## config.mk

```make
export PLATFORM = sky130hd
export DESIGN_NAME = amc_mode_regs
export DESIGN_NICKNAME = d
export VERILOG_FILES = /design/src/amc_pkg.sv /design/src/amc_sync.sv /design/src/amc_gain_ramp.sv /design/src/amc_mode_regs.sv
export SDC_FILE = /design/constraint.sdc
export NUM_CORES = 1
export LEC_CHECK = 0
export ABC_AREA = 1
export BUFFER_PORTS_ARGS = -buffer_cell sky130_fd_sc_hd__buf_2
export CAP_MARGIN = 10
export CORE_MARGIN = 5
export CORE_UTILIZATION = 40
export CTS_CLUSTER_SIZE = 14
export DETAILED_ROUTE_END_ITERATION = 7
export GPL_TIMING_DRIVEN = 0
export PLACE_DENSITY_LB_ADDON = 0.15
export SETUP_SLACK_MARGIN = 0.15
export SLEW_MARGIN = 20
export SYNTH_ARGS = -nofsm -noshare
export SYNTH_HDL_FRONTEND = slang
export SYNTH_SLANG_ARGS = --single-unit
export TNS_END_PERCENT = 5
```

## constraint.sdc

```tcl
create_clock -name clk -period 3.6 [get_ports clk]
set_input_delay 0.36 -clock clk [delete_from_list [all_inputs] [get_ports clk]]
set_output_delay 0.36 -clock clk [all_outputs]
set_load 0.02 [all_outputs]
```

## src/amc_pkg.sv

```systemverilog
// constants for the audio converter mode control register bank
// Function
// - control word bit 15 low writes the register, high reads it back.
// - index 16 holds left gain code, index 17 holds right gain code.
// - level is half a decibel times code minus 255; 255 is unity.
// - codes 0 to 14 fully mute that channel.
// - both gain code registers read all ones after reset.
// - shared load gate in index 18 bit 7 allows new gain codes.
// - three-bit format field selects serial format; 101 after reset.
// - two-bit emphasis rate field: off, 48, 44.1 or 32 kHz.
// - in one-bit stream mode the emphasis field selects FIR response.
// - emphasis enable, clear after reset, acts on both channels.
// - soft mute ramps both channels to mute and back stepwise.
// - phase invert bit flips output polarity of both channels.
// - step rate field paces steps at word clock over 2,4,8,16.
// - output disable forces both outputs to bipolar zero.
// - in bypass mode, stereo select picks data pin or zero pins.
// - rolloff bit selects sharp (0) or slow (1) filter response.
// - filter bypass input skips the internal interpolation filter.
// - one-bit stream input selects stream mode, else PCM input.
package amc_pkg;
	// control word layout
	localparam int RW_BIT    = 15;
	localparam int IDX_MSB   = 14;
	localparam int IDX_LSB   = 8;
	localparam int DATA_MSB  = 7;
	localparam int WORD_BITS = 16;
	localparam logic [4:0] WORD_COUNT = 5'h10;
	localparam logic [4:0] HEAD_COUNT = 5'h08;
	// register indexes
	localparam logic [6:0] IDX_LEFT_GAIN  = 7'h10;
	localparam logic [6:0] IDX_RIGHT_GAIN = 7'h11;
	localparam logic [6:0] IDX_FMT_MUTE   = 7'h12;
	localparam logic [6:0] IDX_OUT_FILT   = 7'h13;
	// format_emphasis_mute_control fields
	localparam int LOAD_GATE_BIT = 7;
	localparam int FMT_MSB       = 6;
	localparam int FMT_LSB       = 4;
	localparam int EMPH_MSB      = 3;
	localparam int EMPH_LSB      = 2;
	localparam int EMPH_EN_BIT   = 1;
	localparam int SOFT_MUTE_BIT = 0;
	// output_filter_control fields
	localparam int INVERT_BIT    = 7;
	localparam int STEP_MSB      = 6;
	localparam int STEP_LSB      = 5;
	localparam int OUT_DIS_BIT   = 4;
	localparam int RESERVED_BIT  = 3;
	localparam int STEREO_BIT    = 2;
	localparam int ROLLOFF_BIT   = 1;
	localparam int ZERO_MUTE_BIT = 0;
	// values after reset
	localparam logic [7:0] GAIN_RESET     = 8'hff;
	localparam logic [7:0] FMT_MUTE_RESET = 8'h50;
	localparam logic [7:0] OUT_FILT_RESET = 8'h00;
	// attenuator thresholds
	localparam logic [7:0] MUTE_CODE_MAX  = 8'h0e;
	localparam logic [7:0] GAIN_FULL_MUTE = 8'h00;
	// step pacing: last word clock count of each divider
	localparam logic [3:0] STEP_LAST_DIV2  = 4'h1;
	localparam logic [3:0] STEP_LAST_DIV4  = 4'h3;
	localparam logic [3:0] STEP_LAST_DIV8  = 4'h7;
	localparam logic [3:0] STEP_LAST_DIV16 = 4'hf;
	// serial audio formats
	typedef enum logic [2:0] {
		FMT_RJ16  = 3'h0,
		FMT_RJ20  = 3'h1,
		FMT_RJ24  = 3'h2,
		FMT_LJ24  = 3'h3,
		FMT_I2S16 = 3'h4,
		FMT_I2S24 = 3'h5,
		FMT_RSV6  = 3'h6,
		FMT_RSV7  = 3'h7
	} amc_format_t;
endpackage

```

## src/amc_sync.sv

```systemverilog
// two flip-flop synchroniser for pin inputs
`timescale 1ns/1ps
module amc_sync #(
	parameter int               WIDTH     = 6,
	parameter logic [WIDTH-1:0] RESET_VAL = '0
) (
	// clock and reset
	input  wire logic             clk,
	input  wire logic             rst_n,
	// asynchronous in, synchronous out
	input  wire logic [WIDTH-1:0] async_in,
	output logic      [WIDTH-1:0] sync_out
);
	logic [WIDTH-1:0] meta;

	// first stage is read by the second stage only
	always_ff @(posedge clk or negedge rst_n) begin
		if (!rst_n) begin
			meta     <= RESET_VAL;
			sync_out <= RESET_VAL;
		end else begin
			meta     <= async_in;
			sync_out <= meta;
		end
	end
endmodule // amc_sync

```

## src/amc_gain_ramp.sv

```systemverilog
// one channel of the stepping attenuator
`timescale 1ns/1ps
module amc_gain_ramp (
	// clock and reset
	input  wire logic       clk,
	input  wire logic       rst_n,
	// control
	input  wire logic       step,
	input  wire logic [7:0] goal,
	// state
	output logic      [7:0] level,
	output logic            muted
);
	// one code per step toward the goal, so moves stay click free
	always_ff @(posedge clk or negedge rst_n) begin
		if (!rst_n) begin
			level <= amc_pkg::GAIN_RESET;
		end else if (step && level < goal) begin
			level <= level + 8'h01;
		end else if (step && level > goal) begin
			level <= level - 8'h01;
		end
	end

	// low codes are full mute
	always_ff @(posedge clk or negedge rst_n) begin
		if (!rst_n) begin
			muted <= 1'b0;
		end else begin
			muted <= (level <= amc_pkg::MUTE_CODE_MAX);
		end
	end
endmodule // amc_gain_ramp

```

## src/amc_mode_regs.sv

```systemverilog
// mode control register bank with serial control port and attenuators
`timescale 1ns/1ps
module amc_mode_regs (
	// clock and reset
	input  wire logic       clk,
	input  wire logic       reset_n,
	// serial control port
	input  wire logic       ctrl_cs_n,
	input  wire logic       ctrl_sclk,
	input  wire logic       ctrl_mosi,
	output logic            ctrl_miso,
	output logic            ctrl_miso_oe_n,
	// audio timing and mode inputs
	input  wire logic       word_clock,
	input  wire logic       filter_bypass_select,
	input  wire logic       one_bit_stream_mode,
	// attenuator state
	output logic      [7:0] left_level,
	output logic      [7:0] right_level,
	output logic            left_muted,
	output logic            right_muted,
	// mode outputs
	output logic      [2:0] audio_format_select,
	output logic            format_reserved,
	output logic      [1:0] emphasis_rate_select,
	output logic            emphasis_enable,
	output logic      [1:0] fir_response_select,
	output logic            phase_invert,
	output logic            bipolar_zero_level,
	output logic            rolloff_select,
	output logic            interpolation_bypass,
	output logic            bypass_mono_input,
	output logic            bypass_stereo_input,
	output logic            pcm_input_mode
);
	logic       rst_meta;
	logic       rst_n;
	logic [5:0] pins_s;
	logic       cs_n_s;
	logic       sclk_s;
	logic       mosi_s;
	logic       wclk_s;
	logic       bypass_s;
	logic       stream_s;
	logic       sclk_q;
	logic       cs_q;
	logic       wclk_q;
	logic       sclk_rise;
	logic       sclk_fall;
	logic       cs_rise;
	logic [4:0] bit_cnt;
	logic [15:0] shift_in;
	logic [7:0] shift_out;
	logic       frame_done;
	logic       wr_frame;
	logic [6:0] wr_index;
	logic [7:0] wr_data;
	logic [7:0] rd_data;
	logic [7:0] left_gain_code;
	logic [7:0] right_gain_code;
	logic [7:0] left_target;
	logic [7:0] right_target;
	logic [7:0] fmt_mute_reg;
	logic [7:0] out_filt_reg;
	logic       gain_load_gate;
	logic       soft_mute;
	logic [1:0] gain_step_rate;
	logic       bypass_stereo_select;
	logic [3:0] step_cnt;
	logic [3:0] step_last;
	logic       step_tick;
	logic [7:0] goal [2];
	logic [7:0] level [2];
	logic       muted [2];
	localparam int WORD_BITS_M1 = amc_pkg::WORD_BITS - 2;

	// reset release through two flops
	always_ff @(posedge clk or negedge reset_n) begin
		if (!reset_n) begin
			rst_meta <= 1'b0;
			rst_n    <= 1'b0;
		end else begin
			rst_meta <= 1'b1;
			rst_n    <= rst_meta;
		end
	end

	// every pin passes two flops before use; select resets to its idle high
	amc_sync #(
		.WIDTH    (6),
		.RESET_VAL(6'h20)
	) u_sync (
		.clk     (clk),
		.rst_n   (rst_n),
		.async_in({ctrl_cs_n, ctrl_sclk, ctrl_mosi, word_clock,
			filter_bypass_select, one_bit_stream_mode}),
		.sync_out(pins_s)
	);
	assign cs_n_s   = pins_s[5];
	assign sclk_s   = pins_s[4];
	assign mosi_s   = pins_s[3];
	assign wclk_s   = pins_s[2];
	assign bypass_s = pins_s[1];
	assign stream_s = pins_s[0];

	// edge history of synchronised pins; select idles high
	always_ff @(posedge clk or negedge rst_n) begin
		if (!rst_n) begin
			sclk_q <= 1'b0;
			cs_q   <= 1'b1;
			wclk_q <= 1'b0;
		end else begin
			sclk_q <= sclk_s;
			cs_q   <= cs_n_s;
			wclk_q <= wclk_s;
		end
	end

	assign sclk_rise = !cs_n_s && sclk_s && !sclk_q;
	assign sclk_fall = !cs_n_s && !sclk_s && sclk_q;
	assign cs_rise   = cs_n_s && !cs_q;

	// input shifter, most significant bit first, sampled on rising clock
	always_ff @(posedge clk or negedge rst_n) begin
		if (!rst_n) begin
			bit_cnt  <= 5'h00;
			shift_in <= 16'h0000;
		end else if (cs_n_s) begin
			bit_cnt <= 5'h00;
		end else if (sclk_rise) begin
			shift_in <= {shift_in[WORD_BITS_M1:0], mosi_s};
			if (bit_cnt != amc_pkg::WORD_COUNT) begin
				bit_cnt <= bit_cnt + 5'h01;
			end
		end
	end

	// a frame counts only if at least sixteen bits arrived; the bit count stops at sixteen
	assign frame_done = cs_rise && (bit_cnt == amc_pkg::WORD_COUNT);
	assign wr_frame   = frame_done && !shift_in[amc_pkg::RW_BIT];
	assign wr_index   = shift_in[amc_pkg::IDX_MSB:amc_pkg::IDX_LSB];
	assign wr_data    = shift_in[amc_pkg::DATA_MSB:0];

	// readback mux; unmapped indexes and the spare bit read zero
	always_comb begin
		case (shift_in[6:0])
		amc_pkg::IDX_LEFT_GAIN:  rd_data = left_gain_code;
		amc_pkg::IDX_RIGHT_GAIN: rd_data = right_gain_code;
		amc_pkg::IDX_FMT_MUTE:   rd_data = fmt_mute_reg;
		amc_pkg::IDX_OUT_FILT:   rd_data = out_filt_reg;
		default:                 rd_data = 8'h00;
		endcase
	end

	// output shifter: after the header, a read returns data on falling clock
	always_ff @(posedge clk or negedge rst_n) begin
		if (!rst_n) begin
			shift_out <= 8'h00;
			ctrl_miso <= 1'b0;
		end else if (cs_n_s) begin
			ctrl_miso <= 1'b0;
		end else if (sclk_fall) begin
			if (bit_cnt == amc_pkg::HEAD_COUNT && shift_in[7]) begin
				ctrl_miso <= rd_data[7];
				shift_out <= {rd_data[6:0], 1'b0};
			end else if (bit_cnt > amc_pkg::HEAD_COUNT) begin
				ctrl_miso <= shift_out[7];
				shift_out <= {shift_out[6:0], 1'b0};
			end else begin
				ctrl_miso <= 1'b0;
				shift_out <= 8'h00;
			end
		end
	end

	// data line is driven only while selected
	always_ff @(posedge clk or negedge rst_n) begin
		if (!rst_n) begin
			ctrl_miso_oe_n <= 1'b1;
		end else begin
			ctrl_miso_oe_n <= cs_n_s;
		end
	end

	// gain code registers hold what the host wrote
	always_ff @(posedge clk or negedge rst_n) begin
		if (!rst_n) begin
			left_gain_code  <= amc_pkg::GAIN_RESET;
			right_gain_code <= amc_pkg::GAIN_RESET;
		end else if (wr_frame && wr_index == amc_pkg::IDX_LEFT_GAIN) begin
			left_gain_code <= wr_data;
		end else if (wr_frame && wr_index == amc_pkg::IDX_RIGHT_GAIN) begin
			right_gain_code <= wr_data;
		end
	end

	// active targets follow new codes only while the load gate is set
	always_ff @(posedge clk or negedge rst_n) begin
		if (!rst_n) begin
			left_target  <= amc_pkg::GAIN_RESET;
			right_target <= amc_pkg::GAIN_RESET;
		end else if (wr_frame && gain_load_gate) begin
			if (wr_index == amc_pkg::IDX_LEFT_GAIN) begin
				left_target <= wr_data;
			end
			if (wr_index == amc_pkg::IDX_RIGHT_GAIN) begin
				right_target <= wr_data;
			end
		end
	end

	// control registers
	always_ff @(posedge clk or negedge rst_n) begin
		if (!rst_n) begin
			fmt_mute_reg <= amc_pkg::FMT_MUTE_RESET;
			out_filt_reg <= amc_pkg::OUT_FILT_RESET;
		end else if (wr_frame && wr_index == amc_pkg::IDX_FMT_MUTE) begin
			fmt_mute_reg <= wr_data;
		end else if (wr_frame && wr_index == amc_pkg::IDX_OUT_FILT) begin
			out_filt_reg <= wr_data & ~(8'h01 << amc_pkg::RESERVED_BIT);
		end
	end

	assign gain_load_gate       = fmt_mute_reg[amc_pkg::LOAD_GATE_BIT];
	assign soft_mute            = fmt_mute_reg[amc_pkg::SOFT_MUTE_BIT];
	assign gain_step_rate       = out_filt_reg[amc_pkg::STEP_MSB:
		amc_pkg::STEP_LSB];
	assign bypass_stereo_select = out_filt_reg[amc_pkg::STEREO_BIT];

	// step divider length from the rate field
	always_comb begin
		case (gain_step_rate)
		2'h0:    step_last = amc_pkg::STEP_LAST_DIV2;
		2'h1:    step_last = amc_pkg::STEP_LAST_DIV4;
		2'h2:    step_last = amc_pkg::STEP_LAST_DIV8;
		default: step_last = amc_pkg::STEP_LAST_DIV16;
		endcase
	end

	// count word clock rising edges; one step per full divide
	always_ff @(posedge clk or negedge rst_n) begin
		if (!rst_n) begin
			step_cnt  <= 4'h0;
			step_tick <= 1'b0;
		end else if (wclk_s && !wclk_q) begin
			step_tick <= (step_cnt >= step_last);
			step_cnt  <= (step_cnt >= step_last) ? 4'h0 : step_cnt + 4'h1;
		end else begin
			step_tick <= 1'b0;
		end
	end

	// soft mute steers both channels toward full mute, release returns
	assign goal[0] = soft_mute ? amc_pkg::GAIN_FULL_MUTE : left_target;
	assign goal[1] = soft_mute ? amc_pkg::GAIN_FULL_MUTE : right_target;

	// one stepping attenuator per channel
	genvar ch;
	generate
		for (ch = 0; ch < 2; ch++) begin : g_chan
			amc_gain_ramp u_ramp (
				.clk  (clk),
				.rst_n(rst_n),
				.step (step_tick),
				.goal (goal[ch]),
				.level(level[ch]),
				.muted(muted[ch])
			);
		end
	endgenerate

	assign left_level  = level[0];
	assign right_level = level[1];
	assign left_muted  = muted[0];
	assign right_muted = muted[1];

	// registered mode outputs
	always_ff @(posedge clk or negedge rst_n) begin
		if (!rst_n) begin
			audio_format_select  <= amc_pkg::FMT_I2S24;
			format_reserved      <= 1'b0;
			emphasis_rate_select <= 2'h0;
			emphasis_enable      <= 1'b0;
			fir_response_select  <= 2'h0;
			phase_invert         <= 1'b0;
			bipolar_zero_level   <= 1'b0;
			rolloff_select       <= 1'b0;
			interpolation_bypass <= 1'b0;
			bypass_mono_input    <= 1'b0;
			bypass_stereo_input  <= 1'b0;
			pcm_input_mode       <= 1'b1;
		end else begin
			audio_format_select <= fmt_mute_reg[amc_pkg::FMT_MSB:
				amc_pkg::FMT_LSB];
			format_reserved <= (fmt_mute_reg[amc_pkg::FMT_MSB:
				amc_pkg::FMT_LSB] >= amc_pkg::FMT_RSV6);
			emphasis_rate_select <= stream_s ? 2'h0 :
				fmt_mute_reg[amc_pkg::EMPH_MSB:amc_pkg::EMPH_LSB];
			emphasis_enable <= !stream_s &&
				fmt_mute_reg[amc_pkg::EMPH_EN_BIT];
			fir_response_select <= stream_s ?
				fmt_mute_reg[amc_pkg::EMPH_MSB:amc_pkg::EMPH_LSB] :
				2'h0;
			phase_invert       <= out_filt_reg[amc_pkg::INVERT_BIT];
			bipolar_zero_level <= out_filt_reg[amc_pkg::OUT_DIS_BIT];
			rolloff_select     <= out_filt_reg[amc_pkg::ROLLOFF_BIT];
			interpolation_bypass <= bypass_s;
			bypass_mono_input    <= bypass_s && !bypass_stereo_select;
			bypass_stereo_input  <= bypass_s && bypass_stereo_select;
			pcm_input_mode       <= !stream_s;
		end
	end
endmodule // amc_mode_regs

```

== Word-level counts from Yosys, hierarchy flattened ==
Index checks and enable logic that the tools add are counted.

* Register bits after elaboration: 133
* Memories kept: 0
* Bits of input ports: 8
* Logic and storage cells: 129
* Bits in latches: 0
* Memory bits (read-only): 0
* RAM bits: 0
* Output and inout port bits: 36

* Add/sub/neg operators: 6
* Shift-type cells: 0
* Reduce and logical (&&, ||, !) cells: 42
* Mux-type cells: 21
* Equality and inequality tests: 13
* Bitwise gates (word level): 3
* Div/mod/pow operators: 0
* Magnitude comparators: 9
* Multipliers: 0

{| class="wikitable"
|+ Operators by type and width
! operator !! number
|-
| two-way mux 8 bit || 8
|-
| equality test 7 x 5 -> 1 bit (second input constant) || 8
|-
| one-hot mux 8 bit (4 select lines) || 1
|-
| logical AND 1 bit || 21
|-
| adder 8 x 1 -> 8 bit (second input constant) || 2
|-
| > comparator 8 bit || 2
|-
| <= comparator 8 x 4 -> 1 bit (second input constant) || 2
|-
| less-than comparator 8 bit || 2
|-
| subtractor 8 x 1 -> 8 bit (second input constant) || 2
|-
| two-way mux 5 bit || 3
|-
| AND reduction 2 bit || 7
|-
| one-hot mux 4 bit (3 select lines) || 1
|-
| nonzero test 2 bit || 5
|-
| logical NOT 1 bit || 8
|-
| adder 5 x 1 -> 5 bit (second input constant) || 1
|-
| equality test 5 x 4 -> 1 bit (second input constant) || 1
|-
| equality test 5 bit (second input constant) || 1
|-
| > comparator 5 x 4 -> 1 bit (second input constant) || 1
|-
| two-way mux 1 bit || 5
|-
| != test 5 bit (second input constant) || 1
|-
| adder 4 x 1 -> 4 bit (second input constant) || 1
|-
| greater-or-equal comparator 4 bit || 1
|-
| two-way mux 2 bit || 2
|-
| two-way mux 4 bit || 1
|-
| 5 further kinds || 7
|}

== Longest topological paths before layout ==
* Word-level depth: 7
* Depth in mapped cells: 20
* Mapped depth without buffers: 20

== By module ==
Synthesis repeated with hierarchy kept, for this count alone.

* Cells, all modules: 772
* Area, all modules: 6781.5 um^2

{| class="wikitable"
|+ Modules (own cells, without submodules)
! module !! sequential area each (um^2) !! area an instance (um^2) !! cells an instance !! times used
|-
| amc_mode_regs || 2600.0 || 4580.6 || 513 || 1
|-
| amc_gain_ramp at g_chan[1].u_ramp || 235.2 || 953.4 || 123 || 1
|-
| amc_gain_ramp at g_chan[0].u_ramp || 235.2 || 944.7 || 124 || 1
|-
| amc_sync || 302.8 || 302.8 || 12 || 1
|}

== Worst setup path after synthesis ==
No wires, ideal clock.

* Kind: flip-flop to flip-flop
* From: register fmt_mute_reg[0]
* To: register g_chan[0].u_ramp.level[7]
* Clock period less this slack: 2.741 ns
* Setup slack: 0.859 ns
* Cell stages (with the launch flop): 17
* Data arrival time: 2.681 ns
* Buffers on the path: 1
* Setup time: 0.060 ns
* Required time: 3.540 ns
* Cells stage by stage: dfrtp_1 inv_1 clkbuf_1 nand2_1 ha_1 a21oi_1 nor2_1 nor2_1 nand2_1 ha_1 a21oi_1 nand2_1 a21oi_1 nand3_1 nand3_1 nand2_1 nand2_1

* Longest elaborated chain between the ends: 4
* Elaborated cells on any way between the ends: 7
* Those cells by class: 2 x order compare; 2 x mux; 3 x reduce/logical

{| class="wikitable"
|+ Ends and longest elaborated chain
! item !! line !! source
|-
| from (decl) || amc_mode_regs.sv:63 || <nowiki>logic [7:0] fmt_mute_reg;</nowiki>
|-
| from (signal assigned) || amc_mode_regs.sv:215 || <nowiki>fmt_mute_reg <= amc_pkg::FMT_MUTE_RESET;</nowiki>
|-
| from (signal assigned) || amc_mode_regs.sv:218 || <nowiki>fmt_mute_reg <= wr_data;</nowiki>
|-
| two-way mux 8 bit (*) || amc_mode_regs.sv:254 || <nowiki>assign goal[0] = soft_mute ? amc_pkg::GAIN_FULL_MUTE : left_target;</nowiki>
|-
| less-than comparator 8 bit / > comparator 8 bit (equally long branches) || amc_gain_ramp.sv:18, amc_gain_ramp.sv:20 ||
|-
| logical AND 1 bit, on equally long branches || amc_gain_ramp.sv:18, amc_gain_ramp.sv:20 ||
|-
| two-way mux 8 bit / nonzero test 2 bit (equally long branches) || -- ||
|-
| to (signal assigned) || amc_gain_ramp.sv:17 || <nowiki>level <= amc_pkg::GAIN_RESET;</nowiki>
|-
| to (signal assigned) || amc_gain_ramp.sv:19 || <nowiki>level <= level + 8'h01;</nowiki>
|-
| to (signal assigned) || amc_gain_ramp.sv:21 || <nowiki>level <= level - 8'h01;</nowiki>
|-
| to (decl) || amc_gain_ramp.sv:11 || <nowiki>output logic [7:0] level,</nowiki>
|}

Mark *: on every way between the ends. The rest lies on a longest branch, timed or not.
A chain may end at the register's enable or synchronous reset.

== Worst setup path after layout ==
* From: register fmt_mute_reg[0]
* To: register g_chan[1].u_ramp.level[7]

* Longest elaborated chain between the ends: 4
* Elaborated cells on any way between the ends: 7
* Those cells by class: 2 x order compare; 2 x mux; 3 x reduce/logical

{| class="wikitable"
|+ Ends and longest elaborated chain
! item !! line !! source
|-
| two-way mux 8 bit (*) || amc_mode_regs.sv:255 || <nowiki>assign goal[1] = soft_mute ? amc_pkg::GAIN_FULL_MUTE : right_target;</nowiki>
|-
| less-than comparator 8 bit / > comparator 8 bit (equally long branches) || amc_gain_ramp.sv:18, amc_gain_ramp.sv:20 ||
|-
| logical AND 1 bit, on equally long branches || amc_gain_ramp.sv:18, amc_gain_ramp.sv:20 ||
|-
| two-way mux 8 bit / nonzero test 2 bit (equally long branches) || -- ||
|-
| to (signal assigned) || amc_gain_ramp.sv:17 ||
|-
| to (signal assigned) || amc_gain_ramp.sv:19 ||
|-
| to (signal assigned) || amc_gain_ramp.sv:21 ||
|-
| to (decl) || amc_gain_ramp.sv:11 ||
|}

Marked as above.

==> results.md <==
* Outcome: completed
* Synth Instances at 704
* Seq cells post-synth at 132
* Die H at 137 um
* P&R area growth vs syn at 18.2%
* CP required at 3.97 ns
* Min Tclk post-route at 3.13 ns
* Largest regs: g_chan.u_ramp.level x16, shift_in x16
* Drt total wl at 14300 um
* HPWL Detailed at 10300 um
* Register area at 0.00338 mm^2
* GR Overflow Total at 0
* Final setup fails at 0
* DP Worst Slack at 0.314 ns
* CTS root buf: clkbuf_16
* Delay of the slowest cell on the worst path at 0.46 ns
* Worst-path maximum fanout at 11
* Critical path type: reg -> reg
* Hold Vio Cnt, Final at 0
* Post-DR vias/cell at 4.92
* DRT iter0 DRCs at 268
* Row Count at 46
* Overall routing resource usage at 16.3%
* Multi-input gate area at 0.00269 mm^2
* Net Count, Synth at 749
* Hold WC Path Type: in -> reg
* # DRC at 0
* Avg Inst Size Synth at 9.21 um^2
* Max VDD drop at 0.000322 V
* Unrepaired setup endpoints after global routing: yes
* Skew final at 0.00868 ns
* Clock latency on the worst-skew pair at 0.42 ns
* Initial Util at 40.8%
* Pin count of the biggest net entering global routing at 60
* YS warnings at 0
* CTS buffer count at 17
* Overall Power at 3770 uW
* Final nets at 814
* Pwr Density at 491 mW/mm^2
* Final setup margin at 0.469 ns
* Die Outline Area at 0.0189 mm^2
* Clock Pin Slew Worst Setup and Hold Paths at 0.06 ns
* Clock Sinks at 132
* Final worst path period share at 87.0%
* Iteration count of the initial detailed-routing pass at 4
* Number of H-tree levels at 4
* Vias in the first global route at 4738
* Sequential fraction of the synthesis area at 52.0%
* Setup_tns at 0 ns
* Distinct cells, synth at 38
* DR vias at 4910
* Placer Congestion at 0.943
* First-pass GRT wire length at 23700 um
* Longest Clk Path Bufs at 2
* Port Buffer Count at 43
* Max-cap viol count at 0
* P_leak at 0.00355 uW
* Fraction of final layout cells with drive strength greater than 1 at 27.1%
* Fillers at 1511
* Most frequent CP cell: nand2_1
* Mapped Area at 0.00648 mm^2
* DRT antenna net count at 0
* Final slew viol count at 0
* WL per Instance at 14.3 um
* Max_slew headroom at 65.4%
* CP startpoint kind: flip-flop
* CTS tree: yes
* FMAX at 0.319 GHz
* Final hold slack at 0.0363 ns
* Slew of the pin with the lowest slew margin at 0.515 ns
* Critical Path AT at 3.50 ns
* Critical Path, Cell by Cell: inv_1 -> clkbuf_2 -> nand2_1 -> ha_1 -> a21oi_1 -> nand2_1 -> nand2_1 -> nand2_1 -> ha_1 -> a21oi_1 -> nand2_1 -> a21oi_1 -> nand3_1 -> nand3_1 -> nand2_1 -> nand2_1
* Antenna cells at 0
* Die W at 137 um
* CP max stage cell: ha_1
* Core ar. at 0.0159 mm^2
* Initial antenna violation count at 0
* CP Capture Type: flip-flop
* Boundary Pins at 44
-- placed cells by master (no fill, tap or decap), types with 32 or more instances in the layout --
cell type,n
a21oi_1,33
nand2_1,178
buf_2,46
dfrtp_1,75
ha_1,35
o21ai_1,32
nand3_1,51
dfstp_2,56
nor2_1,32
inv_1,66
-- layer usage --
| metal | track usage [%] | up-vias | part of all wire [%] | wire, um |
|---|---|---|---|---|
| met5 | 0 | - | 0 | 0 |
| met4 | 6.71 | 0 | 2.5 | 358 |
| met3 | 4.31 | 27 | 5.3 | 760 |
| met2 | 24.8 | 99 | 47 | 6660 |
| met1 | 22.1 | 2338 | 45 | 6490 |
| li1 | - | 2446 | - | - |
-- synthesized netlist by cell type, drive strengths merged --
| cell | number | area [um^2] |
|---|---|---|
| a21o | 1 | 7.51 |
| ha | 35 | 438 |
| nor2 | 38 | 168 |
| a21oi | 33 | 165 |
| or2 | 2 | 15.0 |
| inv | 79 | 297 |
| buf | 12 | 109 |
| o21a | 1 | 7.51 |
| nor3 | 7 | 55.1 |
| o21ai | 79 | 497 |
| dfrtp | 76 | 1900 |
| conb | 1 | 3.75 |
| nand2 | 187 | 722 |
| clkbuf | 4 | 15.0 |
| xnor2 | 6 | 52.6 |
| o211ai | 2 | 15.0 |
| a22o | 1 | 8.76 |
| nor4 | 6 | 58.8 |
| xor2 | 6 | 52.6 |
| nand3b | 2 | 15.0 |
| nand4 | 14 | 87.6 |
| fa | 2 | 40.0 |
| dfstp | 56 | 1470 |
| nand3 | 53 | 275 |
| o21bai | 1 | 7.51 |
-- critical path, delay by kind of cell, from the launching register on --
kind	cells	cell delay (ns)
compound gates	3	0.52
flops	1	0.41
buf+inv	2	0.48
simple gates	9	0.92
fa+ha+maj	2	0.75
-- what timing repair did --
item	4_1_cts	5_1_grt
endpoints found under the hold margin	2	0
setup endpoints to repair	0	9
hold buffers	1	0
buffers inserted	0	0
resized for setup	0	3
-- cells by family (layout without fill, tap and decap cells) --
logic type / Yosys count / after routing / share of synthesized area, %
other: 1 / 1 / 0.0578
buffers and inverters: 95 / 173 / 6.48
adders and majority gates: 37 / 37 / 7.37
and+or+nand+nor: 309 / 309 / 21.5
DFF: 132 / 132 / 52.0
AOI/OAI and AO/OA: 118 / 118 / 10.9
xor gates and xnor gates: 12 / 12 / 1.62
-- final cells by class --
cell class	instances	area share (%)
sequential	132	44.0
multi-input combinational	477	35.1
clock buffer	18	5.73
inverter	79	3.87
timing repair buffer	46	3.66
tap	216	3.52
clock inverter	14	2.42
buffer	16	1.63
-- through the flow --
step / cells / cell area (um^2) / utilization (%)
6_report: 998 / 7670 / 48.3
5_1_grt: 998 / 7670 / 48.3
4_1_cts: 998 / 7660 / 48.2
3_5_place_dp: 965 / 7030 / 44.3
3_3_place_gp: 963 / 6970 / 43.9
2_1_floorplan: 704 / 6490 / -
-- path summary, 6_finish.rpt --
| check | start | slack [ns] | depth (start not counted) | endpoint |
|---|---|---|---|---|
| max | fmt_mute_reg[0]$_DFFE_PN0P_ | 0.47 | 16 | g_chan[1].u_ramp.level[7]$_DFFE_PN1P_ |
| min | ctrl_cs_n | 0.04 | 1 | u_sync.meta[5]$_DFF_PN1_ |
| max reg2reg | fmt_mute_reg[0]$_DFFE_PN0P_ | 0.47 | 16 | g_chan[1].u_ramp.level[7]$_DFFE_PN1P_ |
| min reg2reg | rst_n$_DFF_PN0_ | 0.21 | 0 | audio_format_select[1]$_DFF_PN0_ |
| max in group asynchronous | rst_n$_DFF_PN0_ | 2.46 | 2 | g_chan[1].u_ramp.level[2]$_DFFE_PN1P_ |
| min in group asynchronous | rst_n$_DFF_PN0_ | 0.21 | 0 | audio_format_select[1]$_DFF_PN0_ |
-- where the power goes --
part / switching (uW) / internal, uW
logic: 242 / 94.7
clock network: 646 / 1170
registers: 61.3 / 1550
No activity file was read; power rests on OpenSTA's default activity.
